### src/verilog/occ_pkg.sv
package occ_pkg;

	// APB register byte offsets
	localparam logic [11:0] REG_STATUS    = 12'h000;
	localparam logic [11:0] REG_LAMP_ADDR = 12'h004;
	localparam logic [11:0] REG_LAMP_DATA = 12'h008;
	localparam logic [11:0] REG_CTRL      = 12'h00C;

	// Control register fields and reset value
	localparam int          CTRL_EN_BIT = 0;
	localparam logic [31:0] CTRL_RESET  = 32'h0000_0001;

	// Status register field positions
	localparam int ST_STATE_LSB = 0;
	localparam int ST_RUN_BIT   = 5;
	localparam int ST_INTR_EN_BIT = 6;
	localparam int ST_LOCK_BIT  = 7;
	localparam int ST_ACPND_BIT = 8;
	localparam int ST_BUSY_BIT  = 9;

	// Processor cycle types
	typedef enum logic [2:0] {
		CYC_FETCH,
		CYC_INDIRECT,
		CYC_EXECUTE,
		CYC_CHANNEL,
		CYC_INTR
	} occ_cycle_e;

	// Lamp positions for the state indicators
	localparam int LAMP_FETCH    = 0;
	localparam int LAMP_INDIRECT = 1;
	localparam int LAMP_EXECUTE  = 2;
	localparam int LAMP_CHANNEL  = 3;
	localparam int LAMP_INTR     = 4;

	// Momentary switch positions in the press vector
	localparam int SW_AC_DEP     = 0;
	localparam int SW_AC_EXAM    = 4;
	localparam int SW_EXAMINE    = 8;
	localparam int SW_DEPOSIT    = 9;
	localparam int SW_EXAM_NEXT  = 10;
	localparam int SW_DEP_NEXT   = 11;
	localparam int SW_START      = 12;
	localparam int SW_STOP       = 13;
	localparam int SW_CONTINUE   = 14;
	localparam int SW_INSTR_ADV  = 15;
	localparam int SW_MEM_STEP   = 16;
	localparam int SW_RESET      = 17;
	localparam int SW_PROG_LOAD  = 18;
	localparam int SW_CHAN_START = 19;
	localparam int SW_COUNT      = 20;
	localparam int NUM_AC        = 4;

	// Bootstrap and channel start figures
	localparam logic [5:0]  BOOT_DEV_LAST  = 6'd32;
	localparam logic [14:0] BOOT_DEV_START = 15'h0020;
	localparam logic [5:0]  BOOT_ROM_LAST  = 6'd31;
	localparam logic [14:0] BOOT_ROM_START = 15'h0000;
	localparam logic [14:0] CHAN_ADDR      = 15'h00FF;
	localparam logic [15:0] JUMP_SELF_WORD = 16'h00FF;

endpackage
### src/verilog/occ_console.sv
`timescale 1ns/1ps
module occ_console
	import occ_pkg::*;
#(
	parameter bit FAST_MODEL   = 1'b0,
	parameter bit HAS_BOOT_ROM = 1'b0
)(
	input  logic                 clk_i,
	input  logic                 rst_i,
	input  logic [11:0]          paddr_i,
	input  logic                 psel_i,
	input  logic                 penable_i,
	input  logic                 pwrite_i,
	input  logic [31:0]          pwdata_i,
	output logic [31:0]          prdata_o,
	output logic                 pready_o,
	output logic                 pslverr_o,
	input  logic [15:0]          data_sw_i,
	input  logic                 key_lock_i,
	input  logic [NUM_AC-1:0]    sw_ac_dep_i,
	input  logic [NUM_AC-1:0]    sw_ac_exam_i,
	input  logic                 sw_examine_i,
	input  logic                 sw_deposit_i,
	input  logic                 sw_exam_next_i,
	input  logic                 sw_dep_next_i,
	input  logic                 sw_start_i,
	input  logic                 sw_stop_i,
	input  logic                 sw_continue_i,
	input  logic                 sw_instr_adv_i,
	input  logic                 sw_mem_step_i,
	input  logic                 sw_reset_i,
	input  logic                 sw_prog_load_i,
	input  logic                 sw_chan_start_i,
	output logic [15:0]          sw_rd_data_o,
	input  logic                 cpu_cycle_done_i,
	input  logic                 cpu_instr_done_i,
	input  occ_cycle_e           cpu_next_state_i,
	input  logic [15:0]          cpu_instr_i,
	input  logic [15:0]          cpu_mem_data_i,
	input  logic [14:0]          cpu_next_addr_i,
	input  logic [14:0]          cpu_pc_i,
	input  logic                 cpu_is_jsr_i,
	input  logic                 intr_en_i,
	output logic                 cpu_run_o,
	output occ_cycle_e           cpu_state_o,
	output logic [14:0]          cpu_pc_o,
	output logic                 ac_we_o,
	output logic [1:0]           ac_wsel_o,
	output logic [15:0]          ac_wdata_o,
	output logic [1:0]           ac_rsel_o,
	input  logic [15:0]          ac_rdata_i,
	output logic                 mem_req_o,
	output logic                 mem_we_o,
	output logic [14:0]          mem_addr_o,
	output logic [15:0]          mem_wdata_o,
	input  logic                 mem_ack_i,
	input  logic [15:0]          mem_rdata_i,
	output logic                 dev_rd_o,
	output logic                 dev_start_in_o,
	output logic [5:0]           dev_code_o,
	input  logic                 dev_ready_i,
	input  logic [15:0]          dev_data_i,
	output logic [4:0]           rom_addr_o,
	input  logic [15:0]          rom_data_i,
	output logic                 io_reset_o,
	output logic                 intr_en_clear_o,
	output logic                 supervisor_o,
	output logic                 rtc_line_o,
	output logic [14:0]          lamp_addr_o,
	output logic [15:0]          lamp_data_o,
	output logic [7:0]           lamp_instr_o,
	output logic [4:0]           lamp_state_o,
	output logic                 lamp_run_o,
	output logic                 lamp_intr_en_o
);

	typedef enum logic [2:0] {
		C_IDLE,
		C_ACRD,
		C_MEM,
		C_BOOT_SRC,
		C_BOOT_WR,
		C_CHAN_CMD,
		C_CHAN_WR
	} occ_con_e;

	logic [SW_COUNT-1:0] sw_raw;
	logic [SW_COUNT-1:0] sw_meta_q;
	logic [SW_COUNT-1:0] sw_sync_q;
	logic [SW_COUNT-1:0] sw_prev_q;
	logic [SW_COUNT-1:0] press;
	logic                enabled;
	logic                idle;
	logic                stop_p;
	logic                reset_p;
	logic                dep_hit;
	logic                exam_hit;
	logic [1:0]          dep_idx;
	logic [1:0]          exam_idx;
	logic                any_go;
	logic                boot_done;
	logic                chan_done;
	logic                run_go;
	logic                halt_now;
	logic [5:0]          boot_last;
	occ_con_e            con_q;
	occ_cycle_e          state_q;
	logic                run_q;
	logic                stop_pend_q;
	logic                cyc_step_q;
	logic                serviced_q;
	logic [31:0]         ctrl_q;
	logic [14:0]         pc_q;
	logic [14:0]         instr_pc_q;
	logic [15:0]         lamp_data_q;
	logic [7:0]          lamp_instr_q;
	logic [4:0]          lamp_state_q;
	logic                acpend_q;
	logic [1:0]          acpend_sel_q;
	logic [15:0]         acpend_val_q;
	logic                ac_we_q;
	logic [1:0]          ac_wsel_q;
	logic [15:0]         ac_wdata_q;
	logic [1:0]          ac_rsel_q;
	logic                mem_req_q;
	logic                mem_we_q;
	logic [14:0]         mem_addr_q;
	logic [15:0]         mem_wdata_q;
	logic [5:0]          boot_cnt_q;
	logic                dev_rd_q;
	logic                start_in_q;
	logic [5:0]          dev_code_q;
	logic                io_reset_q;
	logic [15:0]         sw_rd_q;
	logic                intr_en_q;
	logic [31:0]         prdata_q;
	logic                pready_q;
	logic                pslverr_q;
	logic [31:0]         status;

	assign sw_raw = {sw_chan_start_i, sw_prog_load_i, sw_reset_i,
		sw_mem_step_i, sw_instr_adv_i, sw_continue_i, sw_stop_i,
		sw_start_i, sw_dep_next_i, sw_exam_next_i, sw_deposit_i,
		sw_examine_i, sw_ac_exam_i, sw_ac_dep_i};

	// Two-stage synchroniser and rising-edge detect
	always_ff @(posedge clk_i)
	begin
		if (rst_i)
		begin
			sw_meta_q <= '0;
			sw_sync_q <= '0;
			sw_prev_q <= '0;
		end
		else
		begin
			sw_meta_q <= sw_raw;
			sw_sync_q <= sw_meta_q;
			sw_prev_q <= sw_sync_q;
		end
	end

	assign press     = sw_sync_q & ~sw_prev_q;
	assign enabled   = ~key_lock_i & ctrl_q[CTRL_EN_BIT];
	assign idle      = ~run_q && (con_q == C_IDLE);
	assign stop_p    = press[SW_STOP] & enabled;
	assign reset_p   = press[SW_RESET] & enabled;
	assign any_go    = enabled && idle
		&& (|press[SW_CHAN_START:SW_AC_DEP] & ~press[SW_STOP]
		& ~press[SW_RESET]);
	assign boot_last = HAS_BOOT_ROM ? BOOT_ROM_LAST : BOOT_DEV_LAST;
	assign boot_done = (con_q == C_BOOT_WR) && mem_ack_i
		&& (boot_cnt_q == boot_last);
	assign chan_done = (con_q == C_CHAN_WR) && mem_ack_i;

	always_comb
	begin
		dep_hit  = 1'b0;
		exam_hit = 1'b0;
		dep_idx  = 2'd0;
		exam_idx = 2'd0;
		for (int i = NUM_AC - 1; i >= 0; i--)
		begin
			if (press[SW_AC_DEP + i])
			begin
				dep_hit = 1'b1;
				dep_idx = 2'(i);
			end
			if (press[SW_AC_EXAM + i])
			begin
				exam_hit = 1'b1;
				exam_idx = 2'(i);
			end
		end
	end

	assign run_go = (any_go && (press[SW_START] || press[SW_CONTINUE]
		|| press[SW_INSTR_ADV] || press[SW_MEM_STEP]))
		|| boot_done || chan_done;
	assign halt_now = run_q && cpu_cycle_done_i && (cyc_step_q
		|| (stop_pend_q && cpu_next_state_i == CYC_FETCH));

	// Run, stop and step control
	always_ff @(posedge clk_i)
	begin
		if (rst_i)
		begin
			run_q       <= 1'b0;
			stop_pend_q <= 1'b0;
			cyc_step_q  <= 1'b0;
			serviced_q  <= 1'b0;
		end
		else if (halt_now)
		begin
			run_q       <= 1'b0;
			stop_pend_q <= 1'b0;
			cyc_step_q  <= 1'b0;
			serviced_q  <= 1'b0;
		end
		else
		begin
			if (run_go)
				run_q <= 1'b1;
			if (stop_p || (any_go && press[SW_INSTR_ADV]))
				stop_pend_q <= 1'b1;
			if ((any_go && press[SW_MEM_STEP]) || (reset_p && run_q))
				cyc_step_q <= 1'b1;
			if (run_q && cpu_cycle_done_i && stop_pend_q
				&& (state_q == CYC_CHANNEL || state_q == CYC_INTR))
				serviced_q <= 1'b1;
		end
	end

	// Next cycle type
	always_ff @(posedge clk_i)
	begin
		if (rst_i)
			state_q <= CYC_FETCH;
		else if (run_q && cpu_cycle_done_i)
			state_q <= cpu_next_state_i;
		else if (any_go && !press[SW_CONTINUE] && !press[SW_INSTR_ADV]
			&& !press[SW_MEM_STEP])
			state_q <= CYC_FETCH;
		else if (boot_done || chan_done)
			state_q <= CYC_FETCH;
	end

	// Console sequencing, memory port and lamp contents
	always_ff @(posedge clk_i)
	begin
		if (rst_i)
		begin
			con_q        <= C_IDLE;
			pc_q         <= '0;
			instr_pc_q   <= '0;
			lamp_data_q  <= '0;
			lamp_instr_q <= '0;
			mem_req_q    <= 1'b0;
			mem_we_q     <= 1'b0;
			mem_addr_q   <= '0;
			mem_wdata_q  <= '0;
			boot_cnt_q   <= '0;
			dev_rd_q     <= 1'b0;
			start_in_q   <= 1'b0;
			dev_code_q   <= '0;
			ac_rsel_q    <= '0;
		end
		else
		begin
			start_in_q <= 1'b0;
			if (run_q && cpu_cycle_done_i)
			begin
				pc_q <= cpu_pc_i;
				if (state_q == CYC_FETCH)
				begin
					lamp_instr_q <= cpu_instr_i[15:8];
					instr_pc_q   <= pc_q;
				end
				if (FAST_MODEL && cyc_step_q)
					lamp_data_q <= {1'b0, cpu_next_addr_i};
				else if (FAST_MODEL && cpu_instr_done_i && cpu_is_jsr_i)
					lamp_data_q <= {1'b0, 15'(instr_pc_q + 15'd1)};
				else
					lamp_data_q <= cpu_mem_data_i;
				if (halt_now && (serviced_q || state_q == CYC_CHANNEL
					|| state_q == CYC_INTR))
					lamp_instr_q <= '0;
			end
			case (con_q)
			C_IDLE:
			begin
				if (any_go)
				begin
					if (dep_hit)
					begin
						lamp_data_q  <= data_sw_i;
						lamp_instr_q <= '0;
					end
					else if (exam_hit)
					begin
						ac_rsel_q    <= exam_idx;
						lamp_instr_q <= '0;
						con_q        <= C_ACRD;
					end
					else if (press[SW_EXAMINE])
					begin
						pc_q       <= data_sw_i[14:0];
						mem_addr_q <= data_sw_i[14:0];
						mem_we_q   <= 1'b0;
						mem_req_q  <= 1'b1;
						con_q      <= C_MEM;
					end
					else if (press[SW_DEPOSIT])
					begin
						mem_addr_q  <= pc_q;
						mem_wdata_q <= data_sw_i;
						mem_we_q    <= 1'b1;
						mem_req_q   <= 1'b1;
						con_q       <= C_MEM;
					end
					else if (press[SW_EXAM_NEXT] || press[SW_DEP_NEXT])
					begin
						pc_q        <= 15'(pc_q + 15'd1);
						mem_addr_q  <= 15'(pc_q + 15'd1);
						mem_wdata_q <= data_sw_i;
						mem_we_q    <= press[SW_DEP_NEXT];
						mem_req_q   <= 1'b1;
						con_q       <= C_MEM;
					end
					else if (press[SW_START])
						pc_q <= data_sw_i[14:0];
					else if (press[SW_PROG_LOAD])
					begin
						boot_cnt_q <= '0;
						dev_code_q <= data_sw_i[5:0];
						dev_rd_q   <= !HAS_BOOT_ROM;
						con_q      <= C_BOOT_SRC;
					end
					else if (press[SW_CHAN_START])
					begin
						dev_code_q <= data_sw_i[5:0];
						start_in_q <= 1'b1;
						con_q      <= C_CHAN_CMD;
					end
				end
			end
			C_ACRD:
			begin
				lamp_data_q <= ac_rdata_i;
				con_q       <= C_IDLE;
			end
			C_MEM:
			begin
				if (mem_ack_i)
				begin
					mem_req_q   <= 1'b0;
					lamp_data_q <= mem_we_q ? mem_wdata_q
						: mem_rdata_i;
					con_q       <= C_IDLE;
				end
			end
			C_BOOT_SRC:
			begin
				if (HAS_BOOT_ROM || dev_ready_i)
				begin
					dev_rd_q    <= 1'b0;
					mem_addr_q  <= {9'd0, boot_cnt_q};
					mem_wdata_q <= HAS_BOOT_ROM ? rom_data_i : dev_data_i;
					mem_we_q    <= 1'b1;
					mem_req_q   <= 1'b1;
					con_q       <= C_BOOT_WR;
				end
			end
			C_BOOT_WR:
			begin
				if (mem_ack_i)
				begin
					mem_req_q   <= 1'b0;
					lamp_data_q <= mem_wdata_q;
					boot_cnt_q  <= 6'(boot_cnt_q + 6'd1);
					if (boot_done)
					begin
						pc_q  <= HAS_BOOT_ROM ? BOOT_ROM_START
							: BOOT_DEV_START;
						con_q <= C_IDLE;
					end
					else
					begin
						dev_rd_q <= !HAS_BOOT_ROM;
						con_q    <= C_BOOT_SRC;
					end
				end
			end
			C_CHAN_CMD:
			begin
				mem_addr_q  <= CHAN_ADDR;
				mem_wdata_q <= JUMP_SELF_WORD;
				mem_we_q    <= 1'b1;
				mem_req_q   <= 1'b1;
				con_q       <= C_CHAN_WR;
			end
			C_CHAN_WR:
			begin
				if (mem_ack_i)
				begin
					mem_req_q   <= 1'b0;
					lamp_data_q <= mem_wdata_q;
					pc_q        <= CHAN_ADDR;
					con_q       <= C_IDLE;
				end
			end
			default:
				con_q <= C_IDLE;
			endcase
		end
	end

	// Deferred accumulator write
	always_ff @(posedge clk_i)
	begin
		if (rst_i)
		begin
			acpend_q     <= 1'b0;
			acpend_sel_q <= '0;
			acpend_val_q <= '0;
			ac_we_q      <= 1'b0;
			ac_wsel_q    <= '0;
			ac_wdata_q   <= '0;
		end
		else
		begin
			ac_we_q <= 1'b0;
			if (reset_p)
				acpend_q <= 1'b0;
			else if (any_go)
			begin
				if (acpend_q)
				begin
					ac_we_q    <= 1'b1;
					ac_wsel_q  <= acpend_sel_q;
					ac_wdata_q <= acpend_val_q;
				end
				acpend_q <= dep_hit;
				if (dep_hit)
				begin
					acpend_sel_q <= dep_idx;
					acpend_val_q <= data_sw_i;
				end
			end
		end
	end

	// Console reset pulse and program-visible switch register
	always_ff @(posedge clk_i)
	begin
		if (rst_i)
		begin
			io_reset_q <= 1'b0;
			sw_rd_q    <= '0;
			intr_en_q  <= 1'b0;
		end
		else
		begin
			io_reset_q <= reset_p;
			sw_rd_q    <= data_sw_i;
			intr_en_q  <= intr_en_i;
		end
	end

	// State indicator lamps
	always_ff @(posedge clk_i)
	begin
		if (rst_i)
			lamp_state_q <= '0;
		else
		begin
			lamp_state_q <= '0;
			case (state_q)
			CYC_FETCH:    lamp_state_q[LAMP_FETCH] <= !FAST_MODEL;
			CYC_INDIRECT: lamp_state_q[LAMP_INDIRECT] <= 1'b1;
			CYC_EXECUTE:  lamp_state_q[LAMP_EXECUTE] <= 1'b1;
			CYC_CHANNEL:  lamp_state_q[LAMP_CHANNEL] <= 1'b1;
			CYC_INTR:     lamp_state_q[LAMP_INTR] <= 1'b1;
			default:      lamp_state_q <= '0;
			endcase
		end
	end

	assign status = {22'd0, (con_q != C_IDLE), acpend_q, key_lock_i,
		intr_en_q, run_q, lamp_state_q};

	// APB slave with one wait state
	always_ff @(posedge clk_i)
	begin
		if (rst_i)
		begin
			ctrl_q    <= CTRL_RESET;
			prdata_q  <= '0;
			pready_q  <= 1'b0;
			pslverr_q <= 1'b0;
		end
		else if (psel_i && penable_i && !pready_q)
		begin
			pready_q  <= 1'b1;
			pslverr_q <= 1'b0;
			prdata_q  <= '0;
			case (paddr_i)
			REG_STATUS:    prdata_q <= status;
			REG_LAMP_ADDR: prdata_q <= {17'd0, pc_q};
			REG_LAMP_DATA: prdata_q <= {16'd0, lamp_data_q};
			REG_CTRL:
			begin
				prdata_q <= ctrl_q;
				if (pwrite_i)
					ctrl_q <= {31'd0, pwdata_i[CTRL_EN_BIT]};
			end
			default:       pslverr_q <= 1'b1;
			endcase
		end
		else
		begin
			pready_q  <= 1'b0;
			pslverr_q <= 1'b0;
		end
	end

	assign prdata_o     = prdata_q;
	assign pready_o     = pready_q;
	assign pslverr_o    = pslverr_q;
	assign sw_rd_data_o = sw_rd_q;
	assign cpu_run_o    = run_q;
	assign cpu_state_o  = state_q;
	assign cpu_pc_o     = pc_q;
	assign ac_we_o      = ac_we_q;
	assign ac_wsel_o    = ac_wsel_q;
	assign ac_wdata_o   = ac_wdata_q;
	assign ac_rsel_o    = ac_rsel_q;
	assign mem_req_o    = mem_req_q;
	assign mem_we_o     = mem_we_q;
	assign mem_addr_o   = mem_addr_q;
	assign mem_wdata_o  = mem_wdata_q;
	assign dev_rd_o     = dev_rd_q;
	assign dev_start_in_o = start_in_q;
	assign dev_code_o   = dev_code_q;
	assign rom_addr_o   = boot_cnt_q[4:0];
	assign io_reset_o   = io_reset_q;
	assign intr_en_clear_o = io_reset_q;
	assign supervisor_o = io_reset_q;
	assign rtc_line_o   = io_reset_q;
	assign lamp_addr_o  = pc_q;
	assign lamp_data_o  = lamp_data_q;
	assign lamp_instr_o = lamp_instr_q;
	assign lamp_state_o = lamp_state_q;
	assign lamp_run_o   = run_q;
	assign lamp_intr_en_o = intr_en_q;

endmodule // occ_console

### config.mk
export PLATFORM = sky130hd
export DESIGN_NAME = occ_console
export DESIGN_NICKNAME = d
export VERILOG_FILES = /design/src/verilog/occ_pkg.sv /design/src/verilog/occ_console.sv
export SDC_FILE = /design/constraint.sdc
export NUM_CORES = 1
export LEC_CHECK = 0
export BUFFER_PORTS_ARGS = -buffer_cell sky130_fd_sc_hd__clkbuf_2
export CAP_MARGIN = 20
export CORE_MARGIN = 5
export CORE_UTILIZATION = 33
export CTS_BUF_LIST = sky130_fd_sc_hd__clkbuf_8
export DETAILED_ROUTE_END_ITERATION = 8
export GPL_ROUTABILITY_DRIVEN = 0
export HOLD_SLACK_MARGIN = 0.06
export RECOVER_POWER = 100
export SLEW_MARGIN = 20
export SYNTH_ARGS = -nofsm -noshare
export SYNTH_HDL_FRONTEND = slang
export SYNTH_SLANG_ARGS = --single-unit
### constraint.sdc
create_clock -name clk_i -period 2.3 [get_ports clk_i]
set_input_delay 0 -clock clk_i [delete_from_list [all_inputs] [get_ports clk_i]]
set_output_delay 0 -clock clk_i [all_outputs]
set_load 0.01 [all_outputs]
==> key figures <==
Critical path
  – WP data arrival: 2.70 ns
  – Critical path class: input pin to register
  – Reg2reg start: cpu_pc_o[1]$_SDFF_PP0_
  – Crit path from: paddr_i[6]
  – CP Max Fanout: 8
  – FF-to-FF setup slack: 0.10 ns
  – Data required, critical path: 2.75 ns
  – CP Launch Type: input pin
  – Crit path capture type: register

Clocking
  – Root Driver: clkbuf_8
  – Clk Latency, worst-skew pair: 0.57 ns
  – Clock slew at reported path FFs: around 0.060 ns
  – CTS H-tree lvls: 2
  – Clock Sink Count: 238
  – Cts bufs inserted: 44
  – Clock Path Buffers: 3
  – CTS tree: built

Global route
  – Initial antenna violation count: 1
  – GRT Total Usage: 0.241
  – Largest net degree at the start of global routing: 99
  – First-pass GRT wire length: ~73000 µm
  – Vias in the first global route: 12100
  – GRT overflow: 0

Routing
  – Wire per inst: between 20 and 25 µm
  – Post-Route WL: approximately 50000 µm
  – Vias/cell: 5.41
  – Remaining DRCs: 0
  – Routed Antenna Nets: 0
  – Via count: 12500
  – Pre-antenna DRT Iters: 5
  – First DRT Iteration DRCs: 1309

Logic synthesis
  – Primary FF master, synth: dfxtp_1
  – Ys Warns: 0
  – Count of different cell masters after synthesis: 76
  – Mapped Cells: 1351
  – Top post-synthesis cells by count: dfxtp_1 (238), nand2_1 (115), a21oi_1 (112), nor2_1 (89), nor2b_1 (89)
  – Number of flops mapped to enable cells by yosys: 0
  – FFs w/ async S/R, synth: 0
  – Area contributors post-synth: dfxtp_1 (41%), a21oi_1 (4.8%), mux2i_1 (4.8%), nor2b_1 (4.8%), nand2_1 (3.7%)
  – #FFs+latches synth: about 240
  – Post-synthesis sequential area ratio: 0.411
  – Yosys top cell area share: 0.411
  – Synthesized cell area: around 12000 µm²
  – Syn_area_per_cell: 8.58 µm²
  – Largest area contributor in the netlist: dfxtp_1
  – Count leader, synth: dfxtp_1

Timing
  – Crit share post-route: 0.979
  – Minimum clock period: between 2 and 2.5 ns
  – RSZ-0062 raised after global routing: no
  – Final setup fails: 0
  – Final-report max-slew violation count: 0
  – Setup TNS: 0 ns
  – Slew @ Worst Pin: approximately 1.1 ns
  – Hold Fails Final Rpt: 0
  – Clock Skew: about 0.033 ns
  – Rel. slew slack: 0.249
  – FMAX: 0.444 GHz

Min path
  – Worst Hold Class: input pin to register
  – Min-delay src: mem_rdata_i[15]

Power
  – Pwr/cell area: around 1000 nW/µm²
  – Leak: 6.33 nW
  – Maximum vdd drop: 0.477 mV

Layout
  – Layout Area Growth over Synthesis: 38.1%
  – Share of cells above drive strength 1: 0.183
  – Nets@finish: just over 2000
  – Fill cell count: between 3000 and 4000
  – N_diodes: 0
  – Design Area, Final: ~16000 µm²

Placed design
  – Post-place instance area: 13800 µm²
  – PortBufs: approximately 320
  – Post-DP HPWL: ~37000 µm

Floorplan
  – Starting density of the core: 0.335
  – Core ar.: 34600 µm²
  – Num ports: slightly above 400
  – Die area: slightly below 40000 µm²
  – Row count: 68
  – Chip Width: just under 200 µm
  – Die height: 197 µm

Status
  – Status: completed

Flow run
  – Maximum Capacitance Violations: 0
## power by group
part | leakage [nW] | internal [mW] | switching (mW)
clock network | 0.513 | 2.39 | 1.84
logic | 3.88 | 2.45 | 4.10
registers | 1.94 | 4.63 | 0.547
total | 6.33 | 9.47 | 6.49
## final cells by class
| type | instances | area [µm²] | area share |
|---|---|---|---|
| Multi-Input combinational cell | 976 | 6120 | 0.383 |
| Sequential cell | 238 | 4760 | 0.298 |
| Timing Repair Buffer | 565 | 3600 | 0.225 |
| Clock buffer | 52 | 716 | 0.0447 |
| Tap cell | 455 | 569 | 0.0356 |
| Clock inverter | 23 | 191 | 0.0120 |
| Inverter | 9 | 33.8 | 0.00211 |
## cells by family (layout without fill, tap and decap cells)
family	count (synthesis)	after routing	synth area share
simple gates	468	468	0.211
buf+inv	152	649	0.0669
flops	238	238	0.411
xor+xnor	25	25	0.0189
mux	62	62	0.0555
other cells	1	16	0.000324
compound gates	402	402	0.233
fa+ha+maj	3	3	0.00324
## state kept, by name, indices dropped and copies added, names as in the netlist, 8 cells and up
register / count
cpu_pc_o: 15
prdata_o: 16
sw_rd_data_o: 16
acpend_val_q: 16
lamp_data_o: 16
lamp_instr_o: 8
mem_wdata_o: 16
mem_addr_o: 15
sw_meta_q: 20
sw_prev_q: 20
sw_sync_q: 20
ac_wdata_o: 16
## what timing repair did
| item | 4_1_cts | 5_1_grt |
|---|---|---|
| endpoints found under the hold margin | 183 | 0 |
| resized for setup | 2 | 8 |
| pin swaps | 0 | 2 |
| hold buffers | 150 | 0 |
| endpoints found under the setup margin | 7 | 30 |
| buffers inserted | 0 | 0 |
## layout by cell type, fill, tap and decap left out, drive strengths merged, types with 14 or more instances in the layout
cell,count
buf,76
nand3,62
clkbuf,391
o221ai,19
a22oi,23
a211oi,37
nand2,116
inv,23
a311oi,15
conb,16
dlygate4sd3,150
a22o,31
nor2,91
nand2b,22
a21oi,113
dfxtp,238
nor3,14
nor2b,89
nand4,16
o211ai,18
o21ai,88
mux2i,56
## metal layers
metal  GRT usage  vias to the layer above  share of wire
met3      0.0611                      117           0.11
met2       0.387                      714           0.45
met4      0.0907                        0          0.040
met1       0.312                     5892           0.40
met5           0                        -              0
li1            -                     5821              -
## final timing paths
kind / endpoint / cells after the start
worst max-delay path: ctrl_q[0]$_SDFFE_PP1P_ / 9
worst min-delay path: lamp_data_o[15]$_SDFF_PP0_ / 6
worst max register to register: mem_addr_o[13]$_SDFFE_PP0P_ / 8
worst min register to register: sw_sync_q[2]$_SDFF_PP0_ / 1
## through the flow
stage               worst slack [ns]  power (mW)  utilization  instances  hold WS (ns)
floorplan                      0.187        9.05            -       1366         0.125
global placement              0.0228        11.5        0.400       2093         0.216
detailed placement            -0.128        11.6        0.400       2093         0.216
CTS                           0.0533        16.0        0.470       2318         0.153
global route                 0.00144        16.7        0.462       2318         0.206
finish                        0.0493        16.0        0.462       2318         0.176
## critical path: stages
cell	delay (ns)
dlygate4sd3_1	0.55
clkbuf_1	0.13
nor4_4	0.34
dlygate4sd3_1	0.63
buf_4	0.16
nand3_1	0.10
mux2i_1	0.16
dlygate4sd3_1	0.58
nand2_1	0.05
(Power assumes the default switching activity.)
